`config.mk`:
```
export PLATFORM = sky130hd
export DESIGN_NAME = pss_dev_flat
export DESIGN_NICKNAME = d
export VERILOG_FILES = /design/src/pkg/pss_pkg.sv /design/src/pkg/pss_link_if.sv /design/src/logic/pss_dev.sv /design/src/flat_wrapper.sv
export VERILOG_INCLUDE_DIRS = /design/src /design/src/pkg
export SDC_FILE = /design/constraint.sdc
export NUM_CORES = 1
export LEC_CHECK = 0
export BUFFER_PORTS_ARGS = -buffer_cell sky130_fd_sc_hd__buf_2
export CAP_MARGIN = 20
export CORE_UTILIZATION = 31
export CTS_CLUSTER_SIZE = 12
export DETAILED_ROUTE_END_ITERATION = 7
export GPL_TIMING_DRIVEN = 0
export PLACE_DENSITY = 0.76
export SLEW_MARGIN = 0
export SYNTH_ARGS = -nofsm -noshare
export SYNTH_HDL_FRONTEND = slang
export SYNTH_SLANG_ARGS = --single-unit
export TNS_END_PERCENT = 20
```
`constraint.sdc`:
```
create_clock -name MCLK -period 1.3 [get_ports MCLK]
set_input_delay 0.26 -clock MCLK [delete_from_list [all_inputs] [get_ports MCLK]]
set_output_delay 0.26 -clock MCLK [all_outputs]
set_load 0.02 [all_outputs]
```
`src/pkg/pss_map.svh`:
```
// register offsets, field positions, clear values and timing counts of the fault summary bank
`ifndef PSS_MAP_SVH
`define PSS_MAP_SVH

// command codes
`define PSS_SUMMARY_BYTE_CODE 8'h78
`define PSS_SUMMARY_WORD_CODE 8'h79

// summary byte / low byte of the summary word
`define PSS_BIT_BUSY 7
`define PSS_BIT_OFF 6
`define PSS_BIT_OUT_OV 5
`define PSS_BIT_OUT_OC 4
`define PSS_BIT_IN_UV 3
`define PSS_BIT_TEMP 2
`define PSS_BIT_CML 1
`define PSS_BIT_UNCAT 0

// upper byte of the summary word
`define PSS_BIT_OUTPUT_VOLTAGE_GROUP_SUMMARY_GRP 15
`define PSS_BIT_OUTPUT_CURRENT_GROUP_SUMMARY_GRP 14
`define PSS_BIT_INPUT_GRP 13
`define PSS_BIT_VENDOR 12
`define PSS_BIT_POWER_GOOD_LIVE_BIT 11
`define PSS_BIT_UNSUP_HI 10
`define PSS_BIT_OTHER 9
`define PSS_BIT_UNSUP_LO 8

// positions inside the detailed status bytes
`define PSS_DET_OUT_OVF 7
`define PSS_DET_OUT_OCF 7
`define PSS_DET_IN_UVF 4

// clear values
`define PSS_CLR_BYTE_BUSY 8'h80
`define PSS_CLR_WORD_BUSY 16'h0080
`define PSS_CLR_WORD_BOTH 16'h0180

// reset value and answer latency in MCLK cycles
`define PSS_SUMMARY_RESET 16'h0000
`define PSS_ANSWER_CYCLES 1

`endif

```
`src/pkg/pss_pkg.sv`:
```
// types shared by both ends of the fault summary link
package pss_pkg;
    // host sequencer states, one-hot
    typedef enum logic [1:0] {
        PSS_H_IDLE = 2'b01,
        PSS_H_WAIT = 2'b10
    } pss_host_state_t;

    // transfer size on the link
    typedef enum logic {
        PSS_SIZE_BYTE = 1'b0,
        PSS_SIZE_WORD = 1'b1
    } pss_size_t;
endpackage

```
`src/pkg/pss_link_if.sv`:
```
// command-level management link between the host end and the status bank
`timescale 1ns/1ps
interface pss_link_if (
    input wire logic MCLK
);
    import pss_pkg::*;
    logic cmd_valid;
    logic cmd_write;
    pss_size_t cmd_size;
    logic [7:0] cmd_code;
    logic [15:0] cmd_data;
    logic rsp_valid;
    logic rsp_err;
    logic [15:0] rsp_data;

    modport dev (
        input cmd_valid, cmd_write, cmd_size, cmd_code, cmd_data,
        output rsp_valid, rsp_err, rsp_data
    );
    modport host (
        output cmd_valid, cmd_write, cmd_size, cmd_code, cmd_data,
        input rsp_valid, rsp_err, rsp_data
    );
endinterface

```
`src/logic/pss_dev.sv`:
```
// device end: summary byte and summary word of the fault status bank
//
// How it works
// - summary byte uses byte read and write
// - byte and word low byte share storage
// - summary bits follow detailed flags, except bits 7, 6, 11, the zero bits 10 and 8, and unknown in bit 0
// - bit 7 latches busy fault, writable
// - bit 6 live: unit not converting
// - bit 5 output overvoltage fault
// - bit 4 output overcurrent fault
// - bit 3 input undervoltage fault
// - bit 2 any temperature fault or warning
// - bit 1 communication, memory or logic fault
// - bit 0 fault not covered above
// - writing 80h to byte clears busy
// - summary word uses word read and write
// - bits 15..13 output, current, input groups
// - bit 12 vendor, bit 9 other faults
// - bit 11 live power-good fault level
// - bits 10 and 8 always zero
// - 0080h clears busy, 0180h also unknown
// - each alerting bit has a mask bit
// - detailed flags cleared elsewhere, summary follows
`timescale 1ns/1ps
`include "pss_map.svh"
module pss_dev
    import pss_pkg::*;
#(
    parameter int DETAIL_W = 8
) (
    // clock and reset
    input wire logic MCLK,
    input wire logic RESETN,
    // management link
    pss_link_if.dev LINK,
    // latched detailed status registers, kept by the fault logic
    input wire logic [DETAIL_W-1:0] OUTPUT_VOLTAGE_GROUP_SUMMARY_DETAIL,
    input wire logic [DETAIL_W-1:0] OUTPUT_CURRENT_GROUP_SUMMARY_DETAIL,
    input wire logic [DETAIL_W-1:0] INPUT_DETAIL,
    input wire logic [DETAIL_W-1:0] TEMP_DETAIL,
    input wire logic [DETAIL_W-1:0] CML_DETAIL,
    input wire logic [DETAIL_W-1:0] MFR_DETAIL,
    input wire logic [DETAIL_W-1:0] OTHER_DETAIL,
    // live conditions
    input wire logic CONVERTING_OFF,
    input wire logic POWER_GOOD_FAULT,
    // one-cycle fault events
    input wire logic BUSY_EVENT,
    input wire logic UNKNOWN_EVENT,
    // alert masking, one bit per summary bit
    input wire logic [15:0] ALERT_MASK,
    // state shown to the rest of the chip
    output logic [15:0] FAULT_SUMMARY_WORD,
    output logic UNKNOWN_FLAG,
    output logic ALERT_N
);
    // the fixed detail positions reach bit 7, so a narrower detail register cannot be served
    if (DETAIL_W < 8) begin : g_bad_width
        $error("pss_dev: DETAIL_W must be at least 8");
    end

    // registers, their next values and the answer flops
    logic [15:0] summary_r;
    logic [15:0] summary_nxt;
    logic busy_r;
    logic busy_nxt;
    logic unknown_r;
    logic unknown_nxt;
    logic alert_n_r;
    logic rsp_valid_r;
    logic rsp_err_r;
    logic [15:0] rsp_data_r;

    // group summaries: any latched flag in the detailed register
    wire output_voltage_group_summary_any = |OUTPUT_VOLTAGE_GROUP_SUMMARY_DETAIL;
    wire output_current_group_summary_any = |OUTPUT_CURRENT_GROUP_SUMMARY_DETAIL;
    wire input_any = |INPUT_DETAIL;
    wire temp_any = |TEMP_DETAIL;
    wire cml_any = |CML_DETAIL;
    wire vendor_any = |MFR_DETAIL;
    wire other_any = |OTHER_DETAIL;

    // single-fault summaries taken straight from the detailed flags
    wire output_overvoltage_summary = OUTPUT_VOLTAGE_GROUP_SUMMARY_DETAIL[`PSS_DET_OUT_OVF];
    wire output_overcurrent_summary = OUTPUT_CURRENT_GROUP_SUMMARY_DETAIL[`PSS_DET_OUT_OCF];
    wire input_undervoltage_summary = INPUT_DETAIL[`PSS_DET_IN_UVF];

    // anything latched that the byte bits above do not already name, one detail bit at a time
    wire [DETAIL_W-1:0] output_voltage_group_summary_rest;
    wire [DETAIL_W-1:0] output_current_group_summary_rest;
    wire [DETAIL_W-1:0] input_rest;
    for (genvar k = 0; k < DETAIL_W; k++) begin : g_rest
        assign output_voltage_group_summary_rest[k] = OUTPUT_VOLTAGE_GROUP_SUMMARY_DETAIL[k] && (k != `PSS_DET_OUT_OVF);
        assign output_current_group_summary_rest[k] = OUTPUT_CURRENT_GROUP_SUMMARY_DETAIL[k] && (k != `PSS_DET_OUT_OCF);
        assign input_rest[k] = INPUT_DETAIL[k] && (k != `PSS_DET_IN_UVF);
    end
    wire uncategorised_fault_summary = (|output_voltage_group_summary_rest) | (|output_current_group_summary_rest) | (|input_rest)
        | vendor_any | other_any | unknown_r;

    // command decode
    wire hit_byte = LINK.cmd_code == `PSS_SUMMARY_BYTE_CODE;
    wire hit_word = LINK.cmd_code == `PSS_SUMMARY_WORD_CODE;
    // a known code with the wrong size is refused like an unknown code, so it cannot half-write
    wire byte_ok = hit_byte && LINK.cmd_size == PSS_SIZE_BYTE;
    wire word_ok = hit_word && LINK.cmd_size == PSS_SIZE_WORD;
    wire size_ok = byte_ok || word_ok;
    wire take = LINK.cmd_valid && size_ok;
    wire wr_take = take && LINK.cmd_write;
    wire rd_take = take && !LINK.cmd_write;

    // only the exact clear values act; any other write is dropped
    wire clr_busy_byte = wr_take && hit_byte && LINK.cmd_data[7:0] == `PSS_CLR_BYTE_BUSY;
    wire clr_busy_word = wr_take && hit_word && LINK.cmd_data == `PSS_CLR_WORD_BUSY;
    wire clr_both_word = wr_take && hit_word && LINK.cmd_data == `PSS_CLR_WORD_BOTH;
    wire clr_busy = clr_busy_byte || clr_busy_word || clr_both_word;

    // set wins over clear so a busy fault in the clearing cycle is kept
    assign busy_nxt = BUSY_EVENT || (busy_r && !clr_busy);
    assign unknown_nxt = UNKNOWN_EVENT || (unknown_r && !clr_both_word);

    // next summary: one copy serves both commands, so byte and word never disagree
    always_comb begin
        summary_nxt = `PSS_SUMMARY_RESET;
        summary_nxt[`PSS_BIT_BUSY] = busy_nxt;
        summary_nxt[`PSS_BIT_OFF] = CONVERTING_OFF;
        summary_nxt[`PSS_BIT_OUT_OV] = output_overvoltage_summary;
        summary_nxt[`PSS_BIT_OUT_OC] = output_overcurrent_summary;
        summary_nxt[`PSS_BIT_IN_UV] = input_undervoltage_summary;
        summary_nxt[`PSS_BIT_TEMP] = temp_any;
        summary_nxt[`PSS_BIT_CML] = cml_any;
        summary_nxt[`PSS_BIT_UNCAT] = uncategorised_fault_summary;
        summary_nxt[`PSS_BIT_OUTPUT_VOLTAGE_GROUP_SUMMARY_GRP] = output_voltage_group_summary_any;
        summary_nxt[`PSS_BIT_OUTPUT_CURRENT_GROUP_SUMMARY_GRP] = output_current_group_summary_any;
        summary_nxt[`PSS_BIT_INPUT_GRP] = input_any;
        summary_nxt[`PSS_BIT_VENDOR] = vendor_any;
        summary_nxt[`PSS_BIT_POWER_GOOD_LIVE_BIT] = POWER_GOOD_FAULT;
        summary_nxt[`PSS_BIT_OTHER] = other_any;
        summary_nxt[`PSS_BIT_UNSUP_HI] = 1'b0;
        summary_nxt[`PSS_BIT_UNSUP_LO] = 1'b0;
    end

    // answer data: the byte read is the low byte of the very same register
    wire [15:0] read_val = hit_byte ? {8'h00, summary_r[7:0]} : summary_r;

    // alert gating per bit: a masked bit still reads back, it only stays off the alert line
    wire [15:0] alert_bits;
    for (genvar b = 0; b < 16; b++) begin : g_alert
        assign alert_bits[b] = summary_nxt[b] && !ALERT_MASK[b];
    end
    wire alert_any = |alert_bits;

    // latched fault flags; both start cleared
    always_ff @(posedge MCLK or negedge RESETN) begin
        if (!RESETN) begin
            busy_r <= 1'b0;
            unknown_r <= 1'b0;
        end else begin
            busy_r <= busy_nxt;
            unknown_r <= unknown_nxt;
        end
    end

    // the live bits are registered too, so one read never mixes two sample times
    always_ff @(posedge MCLK or negedge RESETN) begin
        if (!RESETN) begin
            summary_r <= `PSS_SUMMARY_RESET;
        end else begin
            summary_r <= summary_nxt;
        end
    end

    // alert line from its own flop so it changes together with the summary output
    always_ff @(posedge MCLK or negedge RESETN) begin
        if (!RESETN) begin
            alert_n_r <= 1'b1;
        end else begin
            alert_n_r <= !alert_any;
        end
    end

    // answer one cycle after each command; wrong code or size answers with error
    always_ff @(posedge MCLK or negedge RESETN) begin
        if (!RESETN) begin
            rsp_valid_r <= 1'b0;
            rsp_err_r <= 1'b0;
        end else begin
            rsp_valid_r <= LINK.cmd_valid;
            rsp_err_r <= LINK.cmd_valid && !size_ok;
        end
    end

    // read data only on a taken read; zero otherwise keeps the answer lines quiet between answers
    always_ff @(posedge MCLK or negedge RESETN) begin
        if (!RESETN) begin
            rsp_data_r <= 16'h0000;
        end else begin
            rsp_data_r <= rd_take ? read_val : 16'h0000;
        end
    end

    // every output leaves straight from a flop
    assign LINK.rsp_valid = rsp_valid_r;
    assign LINK.rsp_err = rsp_err_r;
    assign LINK.rsp_data = rsp_data_r;
    assign FAULT_SUMMARY_WORD = summary_r;
    assign UNKNOWN_FLAG = unknown_r;
    assign ALERT_N = alert_n_r;
endmodule

```
`src/flat_wrapper.sv`:
```
// flat-port wrapper written by rule: the top's interface ports become plain ports
module pss_dev_flat import pss_pkg::*;
#(
    parameter int DETAIL_W = 8
)
  (MCLK, RESETN, OUTPUT_VOLTAGE_GROUP_SUMMARY_DETAIL, OUTPUT_CURRENT_GROUP_SUMMARY_DETAIL, INPUT_DETAIL, TEMP_DETAIL, CML_DETAIL, MFR_DETAIL, OTHER_DETAIL, CONVERTING_OFF, POWER_GOOD_FAULT, BUSY_EVENT, UNKNOWN_EVENT, ALERT_MASK, FAULT_SUMMARY_WORD, UNKNOWN_FLAG, ALERT_N, LINK_cmd_valid, LINK_cmd_write, LINK_cmd_size, LINK_cmd_code, LINK_cmd_data, LINK_rsp_valid, LINK_rsp_err, LINK_rsp_data);
  pss_link_if LINK_i (.MCLK(MCLK));
  input wire logic MCLK;
  input wire logic RESETN;
  input wire logic [DETAIL_W-1:0] OUTPUT_VOLTAGE_GROUP_SUMMARY_DETAIL;
  input wire logic [DETAIL_W-1:0] OUTPUT_CURRENT_GROUP_SUMMARY_DETAIL;
  input wire logic [DETAIL_W-1:0] INPUT_DETAIL;
  input wire logic [DETAIL_W-1:0] TEMP_DETAIL;
  input wire logic [DETAIL_W-1:0] CML_DETAIL;
  input wire logic [DETAIL_W-1:0] MFR_DETAIL;
  input wire logic [DETAIL_W-1:0] OTHER_DETAIL;
  input wire logic CONVERTING_OFF;
  input wire logic POWER_GOOD_FAULT;
  input wire logic BUSY_EVENT;
  input wire logic UNKNOWN_EVENT;
  input wire logic [15:0] ALERT_MASK;
  output logic [15:0] FAULT_SUMMARY_WORD;
  output logic UNKNOWN_FLAG;
  output logic ALERT_N;
  input wire logic [$bits(LINK_i.cmd_valid)-1:0] LINK_cmd_valid;
  input wire logic [$bits(LINK_i.cmd_write)-1:0] LINK_cmd_write;
  input wire logic [$bits(LINK_i.cmd_size)-1:0] LINK_cmd_size;
  input wire logic [$bits(LINK_i.cmd_code)-1:0] LINK_cmd_code;
  input wire logic [$bits(LINK_i.cmd_data)-1:0] LINK_cmd_data;
  output wire logic [$bits(LINK_i.rsp_valid)-1:0] LINK_rsp_valid;
  output wire logic [$bits(LINK_i.rsp_err)-1:0] LINK_rsp_err;
  output wire logic [$bits(LINK_i.rsp_data)-1:0] LINK_rsp_data;
  assign LINK_i.cmd_valid = LINK_cmd_valid;
  assign LINK_i.cmd_write = LINK_cmd_write;
  assign LINK_i.cmd_size = LINK_cmd_size;
  assign LINK_i.cmd_code = LINK_cmd_code;
  assign LINK_i.cmd_data = LINK_cmd_data;
  assign LINK_rsp_valid = LINK_i.rsp_valid;
  assign LINK_rsp_err = LINK_i.rsp_err;
  assign LINK_rsp_data = LINK_i.rsp_data;
  pss_dev #(.DETAIL_W(DETAIL_W)) u_core (.MCLK(MCLK), .RESETN(RESETN), .LINK(LINK_i), .OUTPUT_VOLTAGE_GROUP_SUMMARY_DETAIL(OUTPUT_VOLTAGE_GROUP_SUMMARY_DETAIL), .OUTPUT_CURRENT_GROUP_SUMMARY_DETAIL(OUTPUT_CURRENT_GROUP_SUMMARY_DETAIL), .INPUT_DETAIL(INPUT_DETAIL), .TEMP_DETAIL(TEMP_DETAIL), .CML_DETAIL(CML_DETAIL), .MFR_DETAIL(MFR_DETAIL), .OTHER_DETAIL(OTHER_DETAIL), .CONVERTING_OFF(CONVERTING_OFF), .POWER_GOOD_FAULT(POWER_GOOD_FAULT), .BUSY_EVENT(BUSY_EVENT), .UNKNOWN_EVENT(UNKNOWN_EVENT), .ALERT_MASK(ALERT_MASK), .FAULT_SUMMARY_WORD(FAULT_SUMMARY_WORD), .UNKNOWN_FLAG(UNKNOWN_FLAG), .ALERT_N(ALERT_N));
endmodule
```
==> results of run 1 <==
-- worst max path at each step --
| stage | from | endpoint | cells after the start |
|---|---|---|---|
| final | LINK_cmd_data[2] | u_core.ALERT_N$_DFF_PN1_ | 6 |
| after global routing | LINK_cmd_data[2] | u_core.ALERT_N$_DFF_PN1_ | 6 |
| after CTS | LINK_cmd_data[2] | u_core.ALERT_N$_DFF_PN1_ | 6 |
| after detailed placement | OUTPUT_VOLTAGE_GROUP_SUMMARY_DETAIL[2] | u_core.ALERT_N$_DFF_PN1_ | 6 |
| after global placement | LINK_cmd_data[2] | u_core.ALERT_N$_DFF_PN1_ | 6 |
| after floorplan | LINK_cmd_data[2] | u_core.ALERT_N$_DFF_PN1_ | 5 |
-- Yosys cell counts (2+ instances only) --
cell type  count  share of area, %
nand4b_1       2               1.3
dfrtp_1       31                58
nand2_1        6               1.7
nor4_1        13               6.1
a21oi_1        5               1.9
and3_2         6               3.4
or4_1          6               3.4
and2_1         8               3.7
o22ai_1        3               1.4
buf_4          5               2.8
nor2_1         5               1.4
inv_1          8               2.2
nor3_1         4               1.5
nand4_1        4               1.9
-- power by group through the flow --
stage / combinational (W) / sequential [W] / clock (W)
2_1_floorplan: 0.0000642 / 0.00105 / 0
3_3_place_gp: 0.000270 / 0.00103 / 0
3_5_place_dp: 0.000276 / 0.00103 / 0
4_1_cts: 0.000279 / 0.00101 / 0.000821
5_1_grt: 0.000311 / 0.00101 / 0.000861
6_report: 0.000277 / 0.00101 / 0.000794
-- layer usage --
layer	vias to the layer above	routed length [um]	GRT usage, %
met2	73	2178	35.15
met4	0	55	8.777
met3	5	264	3.716
li1	708	-	-
met5	-	0	0
met1	633	1331	18.57
-- final cells by class --
class / count / share of cell area (%)
well taps: 50 / 2.828
multi-input cells: 76 / 22.68
clock buffers: 7 / 4.355
inverters: 8 / 1.357
plain buffers: 7 / 2.432
flip-flops and latches: 32 / 36.26
repair buffers: 133 / 30.09
-- cell families (layout without fill, tap and decap cells) --
family	after synthesis	count (layout)
AND/OR/NAND/NOR	58	58
XOR/XNOR	1	1
flip-flops	32	32
other	1	4
AO/OA/AOI/OAI	13	13
buffers and inverters	15	155
-- state kept, by name (all words and copies together) (netlist names) --
| register | count |
|---|---|
| u_core.ALERT_N | 1 |
| u_core.FAULT_SUMMARY_WORD | 14 |
| u_core.LINK.rsp_data | 14 |
| u_core.LINK.rsp_err | 1 |
| u_core.LINK.rsp_valid | 1 |
| u_core.UNKNOWN_FLAG | 1 |
-- metrics by stage --
step / utilization (%) / instances
5_1_grt: 54.52 / 313
6_report: 54.52 / 313
3_3_place_gp: 51.50 / 306
4_1_cts: 54.36 / 313
3_5_place_dp: 51.50 / 306
2_1_floorplan: - / 123
-- what timing repair did --
item                       CTS  global route
pin swaps                    0             0
setup endpoints to repair   11             4
resized for setup            4             1
hold buffers                 0             0
==> results.json, run 1 <==
{
  "area_growth_pct": 65.39,
  "synth-main-ff-cell": "dfrtp_1",
  "muxShareOfSynthArea_pct": 0,
  "layout_commonest_cell": "buf_2",
  "layout_common_cells": "buf_2 (133), dfrtp_1 (31), nor4_1 (10)",
  "synth_edf_count": 0,
  "skew_ns": 0.002934,
  "fin_tns_setup_ns": -0.1872,
  "grt.overflow.total": 0,
  "reg2reg_from": "u_core.UNKNOWN_FLAG$_DFF_PN0_",
  "power_w": 0.002084,
  "leakage_nw": 1.160,
  "die_y_um": 67.69,
  "yosys_warnings": 0,
  "drive_gt1_share_pct": 61.22,
  "cp_max_fo": 2,
  "finalCriticalPeriod_ns": 1.487,
  "critPathLaunchType": "input pin",
  "async_reset_ff_share_pct": 100.0,
  "postLayoutCellArea_um2": 2212,
  "vias": 1419,
  "port_buffers": 133,
  "multi_input_area_um2": 501.7,
  "status": "finished with violations",
  "dr.pass1.iters": 4,
  "crit_buf_inv": 1,
  "r2r_slack_ns": -0.05,
  "clkTransAtPathRegs_ns": 0.06,
  "maxCapViolations": 0,
  "crit_slowest_cell": "or3_4",
  "synthAdderAreaFrac_pct": 0,
  "yosysSeqAreaShare_pct": 59.96,
  "violations": "setup timing",
  "wirelength_um": 3830,
  "clockRootBuffer": "clkbuf_8",
  "antenna_found_initial": 0,
  "synth-xor-area-share_pct": 0.6548,
  "r2r_cells": 4,
  "clk_path_buf_depth": 2,
  "avgRoutedWirePerCell_um": 12.24,
  "peakVddDrop_uv": 332.7,
  "syn-mean-instance-area_um2": 11.15,
  "path_cells": "buf_2, nor4_2, nand4_1, or3_4, a211o_2, a221oi_2",
  "hold_ws_ns": 0.01965,
  "crit_family": "simple AND/OR/NAND/NOR gates",
  "routabilityCongestion": 0.7725,
  "synth_compound_gate_area_share_pct": 6.642,
  "grt_start_max_net_pins": 33,
  "ant_nets": 0,
  "yosysUniqueCellTypes": 28,
  "grt_setup_unrepaired": "yes",
  "die-width_um": 67.69,
  "worst_ep_required_time_ns": 1.50,
  "synth_top_family_by_area": "simple AND/OR/NAND/NOR gates",
  "hold_viol": 0,
  "first_global_vias": 1390,
  "critical_path_class": "input pin to flop",
  "start_util_pct": 32.96,
  "max_freq_mhz": 672.4,
  "drc": 0,
  "hold_class": "input pin to async pin",
  "worstSkewPairLatency_ns": 0.28,
  "fill_cells": 366,
  "antennaDiodeCount": 0,
  "first_iter_violations": 47,
  "power_frac_clock_pct": 38.1,
  "synth-seq-cells": 32,
  "synth_area_um2": 1338,
  "cts_made_buffers": 5,
  "arrival_ns": 1.68,
  "r2r_end": "u_core.ALERT_N$_DFF_PN1_",
  "worst_slack_ns": -0.1872,
  "htree_levels": 2,
  "synth_simple_gate_area_share_pct": 26.29,
  "slew_viol_final": 0,
  "post_dp_cell_area_um2": 2090,
  "vias_per_cell": 4.534,
  "setup_violations": 1,
  "p_comb_share_pct": 13.3,
  "clock-sinks": 32,
  "regArea_um2": 802.0,
  "pre_cts_slack_ns": -0.5079,
  "cts_tree": "built",
  "cts_setup_buffers": 0,
  "grt_pass1_wl_um": 5940,
  "seq_power_share_pct": 48.6,
  "ios": 141,
  "fin_crit_sh_pct": 114.4,
  "core_um2": 4058,
  "synth_cells": 120,
  "power_per_cell_area_nw_per_um2": 942.3,
  "switchingPower_w": 0.0004568,
  "grt_usage_pct": 18.37,
  "cpPeakStageDelay_ns": 0.41,
  "worst_pin_slew_ns": 0.6766,
  "power.share.switching_pct": 21.91,
  "max-slew-margin-rel_pct": 54.89,
  "die_area_um2": 4581,
  "p_int_w": 0.001628,
  "crit_path_end_kind": "flop",
  "rows": 23,
  "nNetsFinal": 368,
  "place_hpwl_um": 3277
}
Power figures use the tool's default switching activity.
==> inputs of run 2 (changes only) <==
--- a/config.mk
+++ b/config.mk
@@ -8,6 +8,7 @@
 export LEC_CHECK = 0
 export BUFFER_PORTS_ARGS = -buffer_cell sky130_fd_sc_hd__buf_2
 export CAP_MARGIN = 20
+export CORE_MARGIN = 3
 export CORE_UTILIZATION = 31
 export CTS_CLUSTER_SIZE = 12
 export DETAILED_ROUTE_END_ITERATION = 7
==> run 2 against run 1 <==
The flow still finishes with violations (setup timing). Hold slack got worse by 0.0044 ns. Largest power group is now the clock network. Sequential share of layout area is 0.53 points lower. Largest cell class unchanged. Setup slack worse by 0.013 ns. Sequential power barely moved. Utilization rose by 0.41 points. Maximum frequency fell by 0.87%. Total power up 11%. Final area up 1.5%. Wire length up 2.4%. Critical path depth did not move. Flip-flop and latch count unchanged. Combinational power hardly changed. Highest routed layer unchanged.
==> results.json, run 2 (synthesis results as in run 1) <==
{
  "die-width_um": 71.69,
  "drive_gt1_share_pct": 61.36,
  "p_int_w": 0.001832,
  "grt_pass1_wl_um": 6182,
  "avgRoutedWirePerCell_um": 12.49,
  "area_growth_pct": 67.82,
  "worstSkewPairLatency_ns": 0.28,
  "clock-sinks": 32,
  "cts_made_buffers": 5,
  "max_freq_mhz": 666.5,
  "peakVddDrop_uv": 454.4,
  "postLayoutCellArea_um2": 2245,
  "violations": "setup timing",
  "met2_usage_pct": 27.86,
  "first_global_vias": 1411,
  "p_comb_share_pct": 12.0,
  "slew_viol_final": 0,
  "maxCapViolations": 0,
  "grt_start_max_net_pins": 33,
  "critical_path_class": "input pin to flop",
  "crit_path_end_kind": "flop",
  "clockRootBuffer": "clkbuf_8",
  "clk_path_buf_depth": 2,
  "post_dp_cell_area_um2": 2090,
  "cts_tree": "built",
  "ctsResizeCount": 4,
  "antennaDiodeCount": 0,
  "vias_per_cell": 4.532,
  "crit_path_start": "LINK_cmd_data[2]",
  "use_met1_pct": 17.58,
  "cp_max_fo": 2,
  "use_met3_pct": 3.226,
  "die_area_um2": 5139,
  "worst_pin_slew_ns": 0.6689,
  "power_frac_clock_pct": 44.1,
  "place_hpwl_um": 3412,
  "status": "finished with violations",
  "finalCriticalPeriod_ns": 1.500,
  "vias": 1423,
  "seq_power_share_pct": 43.9,
  "switchingPower_w": 0.0004718,
  "hold_viol": 0,
  "top_usage_layer": "met2",
  "arrival_ns": 1.69,
  "layout_commonest_cell": "buf_2",
  "rows": 23,
  "placedCellCount": 306,
  "critPathLaunchType": "input pin",
  "fin_crit_sh_pct": 115.4,
  "leakage_nw": 1.175,
  "routabilityCongestion": 0.8221,
  "worst_slack_ns": -0.2003,
  "r2r_slack_ns": -0.08,
  "htree_levels": 2,
  "fin_util_pct": 54.93,
  "first_iter_violations": 36,
  "power_per_cell_area_nw_per_um2": 1027,
  "grt_setup_unrepaired": "yes",
  "power.share.switching_pct": 20.48,
  "core_um2": 4086,
  "ios": 141,
  "clkTransAtPathRegs_ns": 0.06,
  "skew_ns": 0.003014,
  "instances_no_fill": 314,
  "power_w": 0.002304,
  "die_y_um": 71.69,
  "dr.pass1.iters": 3,
  "nNetsFinal": 368,
  "antenna_found_initial": 0,
  "cts_hold_buf": 0,
  "reg2reg_from": "u_core.UNKNOWN_FLAG$_DFF_PN0_",
  "wirelength_um": 3923,
  "max-slew-margin-rel_pct": 55.41,
  "hold_class": "input pin to async pin",
  "cts_setup_buffers": 0,
  "setup_violations": 1,
  "layout_common_cells": "buf_2 (133), dfrtp_1 (31), nor4_1 (10)",
  "ant_nets": 0,
  "grt_usage_pct": 15.60,
  "worst_ep_required_time_ns": 1.49,
  "drc": 0,
  "grt.overflow.total": 0,
  "port_buffers": 133,
  "start_util_pct": 32.73,
  "fill_cells": 385
}
-- run 2: worst max-delay path, cell delays in order --
cell and delay, ns:
buf_2 0.10, nor4_2 0.26, nand4_1 0.11, or3_4 0.40, a211o_2 0.31, a221oi_2 0.24
-- run 2: metal layers --
| metal | vias up | routed length, um |
|---|---|---|
| met5 | - | 0 |
| met1 | 633 | 1402 |
| li1 | 710 | - |
| met2 | 73 | 2102 |
| met3 | 7 | 338 |
| met4 | 0 | 80 |
-- run 2: path summary, 6_finish.rpt --
check,end,cells after the start
min in group MCLK,u_core.FAULT_SUMMARY_WORD[6]$_DFF_PN0_,1
hold reg to reg,u_core.LINK.rsp_data[5]$_DFF_PN0_,1
hold / removal,u_core.LINK.rsp_data[14]$_DFF_PN0_,1
max in group asynchronous,u_core.FAULT_SUMMARY_WORD[6]$_DFF_PN0_,1
setup reg to reg,u_core.ALERT_N$_DFF_PN1_,4
setup / recovery,u_core.ALERT_N$_DFF_PN1_,6
-- run 2: per-stage QoR --
| stage | hold slack (ns) | setup TNS (ns) | setup slack [ns] |
|---|---|---|---|
| finish | 0.01529 | -0.2003 | -0.2003 |
| global route | 0.06843 | -0.4016 | -0.2771 |
| CTS | 0.03349 | -0.2173 | -0.2173 |
| detailed placement | 0.3393 | -6.463 | -0.5394 |
| global placement | 0.3342 | -5.769 | -0.4906 |
| floorplan | -0.03559 | -0.9367 | -0.2805 |
-- run 2: final cells by class --
| class | instances | area (um^2) | share of cell area (%) |
|---|---|---|---|
| Multi-Input combinational cell | 76 | 501.7 | 22.35 |
| Clock inverter | 1 | 30.03 | 1.338 |
| Timing Repair Buffer | 133 | 665.6 | 29.65 |
| Inverter | 8 | 30.03 | 1.338 |
| Buffer | 7 | 56.30 | 2.508 |
| Clock buffer | 7 | 96.34 | 4.292 |
| Tap cell | 50 | 62.56 | 2.787 |
| Sequential cell | 32 | 802.0 | 35.73 |
-- run 2: power groups by stage --
| stage | sequential, W | clock (W) | combinational [W] |
|---|---|---|---|
| final | 0.00101 | 0.00102 | 0.000276 |
| after global routing | 0.00101 | 0.00111 | 0.000308 |
| after CTS | 0.00101 | 0.00105 | 0.000279 |
| after detailed placement | 0.00103 | 0 | 0.000275 |
| after global placement | 0.00103 | 0 | 0.000269 |
| after floorplan | 0.00105 | 0 | 0.0000642 |
==> inputs of run 3 (changes only) <==
--- a/config.mk
+++ b/config.mk
@@ -14,6 +14,7 @@
 export DETAILED_ROUTE_END_ITERATION = 7
 export GPL_TIMING_DRIVEN = 0
 export PLACE_DENSITY = 0.76
+export RECOVER_POWER = 25
 export SLEW_MARGIN = 0
 export SYNTH_ARGS = -nofsm -noshare
 export SYNTH_HDL_FRONTEND = slang
==> run 3 against run 2 <==
The flow still finishes with violations (setup timing). Die area stayed put. Global-route usage stayed put. Register-to-register slack barely moved. Combinational power hardly changed. Flip-flop and latch count unchanged. Clock skew is the same. Critical path type unchanged. Critical endpoint unchanged.
==> results.json, run 3 (synthesis results as in run 1) <==
{
  "cp_max_fo": 2,
  "dr.pass1.iters": 3,
  "wirelength_um": 3924,
  "cpPeakStageDelay_ns": 0.40,
  "layout_commonest_cell": "buf_2",
  "hold_class": "input pin to async pin",
  "grt_setup_unrepaired": "yes",
  "clkTransAtPathRegs_ns": 0.06,
  "violations": "setup timing",
  "clk_path_buf_depth": 2,
  "max_freq_mhz": 666.5,
  "die_y_um": 71.69,
  "crit_path_end_kind": "flop",
  "core_um2": 4086,
  "path_cells": "buf_2, nor4_2, nand4_1, or3_4, a211o_2, a221oi_2",
  "first_global_vias": 1411,
  "post_dp_cell_area_um2": 2090,
  "die_area_um2": 5139,
  "maxCapViolations": 0,
  "routabilityCongestion": 0.8221,
  "cts_hold_buf": 0,
  "vias": 1421,
  "status": "finished with violations",
  "crit_buf_inv": 1,
  "max-slew-margin-rel_pct": 50.04,
  "grt_start_max_net_pins": 33,
  "cts_made_buffers": 5,
  "ant_nets": 0,
  "worst_slack_ns": -0.2003,
  "drc": 0,
  "crit_family": "simple AND/OR/NAND/NOR gates",
  "worst_pin_slew_ns": 0.7493,
  "hold_ws_ns": 0.04039,
  "critical_path_class": "input pin to flop",
  "peakVddDrop_uv": 454.4,
  "slew_viol_final": 0,
  "grt_usage_pct": 15.60,
  "leakage_nw": 1.167,
  "worst_ep_required_time_ns": 1.49,
  "cts_setup_buffers": 0,
  "rows": 23,
  "area_growth_pct": 67.54,
  "first_iter_violations": 36,
  "clockRootBuffer": "clkbuf_8",
  "finalCriticalPeriod_ns": 1.500,
  "setup_violations": 1,
  "fin_crit_sh_pct": 115.4,
  "arrival_ns": 1.69,
  "place_hpwl_um": 3412,
  "vias_per_cell": 4.525,
  "hold_viol": 0,
  "nNetsFinal": 368,
  "avgRoutedWirePerCell_um": 12.50,
  "ios": 141,
  "start_util_pct": 32.73,
  "critPathLaunchType": "input pin",
  "layout_common_cells": "buf_2 (129), dfrtp_1 (31), nor4_1 (10)",
  "cts_tree": "built",
  "skew_ns": 0.003014,
  "drive_gt1_share_pct": 60.23,
  "die-width_um": 71.69,
  "htree_levels": 2,
  "crit_slowest_cell": "or3_4",
  "antenna_found_initial": 0,
  "postLayoutCellArea_um2": 2241,
  "port_buffers": 133,
  "grt.overflow.total": 0,
  "clock-sinks": 32,
  "power_per_cell_area_nw_per_um2": 1028,
  "worstSkewPairLatency_ns": 0.28,
  "antennaDiodeCount": 0,
  "grt_pass1_wl_um": 6182
}
run 3: cell types whose count changed in the layout (fill, tap and decap cells not counted), sizes merged:
cell	before	now
buf	140	136
clkbuf	7	11
run 3: what timing repair did:
action | CTS | global route
gates resized for setup | 4 | 4
gates cloned | 0 | 0
pin swaps | 0 | 0
endpoints found under the setup margin | 14 | 7
endpoints found under the hold margin | 0 | 0
run 3: layout make-up:
type                            count  area [um^2]
Buffer                              7        56.30
Clock buffer                        7        96.34
Clock inverter                      1        30.03
Fill cell                         388         1846
Inverter                            8        30.03
Multi-Input combinational cell     76        501.7
Sequential cell                    32        802.0
Tap cell                           50        62.56
Timing Repair Buffer              133        661.9
run 3: metrics by stage:
step | total power (W) | setup slack, ns | std cells | TNS [ns] | util [%]
6_report | 0.002303 | -0.2003 | 314 | -0.2003 | 54.84
3_3_place_gp | 0.001300 | -0.4906 | 306 | -5.769 | 51.13
3_5_place_dp | 0.001306 | -0.5394 | 306 | -6.463 | 51.13
2_1_floorplan | 0.001111 | -0.2805 | 123 | -0.9367 | -
5_1_grt | 0.002427 | -0.2771 | 314 | -0.4016 | 54.84
4_1_cts | 0.002338 | -0.2173 | 314 | -0.2173 | 54.72
run 3: per-layer routing:
metal	part of all wire (%)	track usage [%]
met5	0	0
met4	2.0	7.516
met3	8.5	3.226
met2	54	27.86
met1	36	17.58
run 3: power by group:
group          internal (W)  switching, W
clock network      0.000675      0.000341
registers           0.00101    0.00000425
logic              0.000147      0.000127
run 3: path summary, 6_finish.rpt:
path	startpoint	slack (ns)	cells past startpoint	to
min in group MCLK	CONVERTING_OFF	0.10	1	u_core.FAULT_SUMMARY_WORD[6]$_DFF_PN0_
worst min-delay path	RESETN	0.04	1	u_core.LINK.rsp_data[14]$_DFF_PN0_
worst max register to register	u_core.UNKNOWN_FLAG$_DFF_PN0_	-0.08	4	u_core.ALERT_N$_DFF_PN1_
max in group asynchronous	RESETN	0.79	1	u_core.FAULT_SUMMARY_WORD[6]$_DFF_PN0_
worst max-delay path	LINK_cmd_data[2]	-0.20	6	u_core.ALERT_N$_DFF_PN1_
worst min register to register	u_core.FAULT_SUMMARY_WORD[5]$_DFF_PN0_	0.48	1	u_core.LINK.rsp_data[5]$_DFF_PN0_
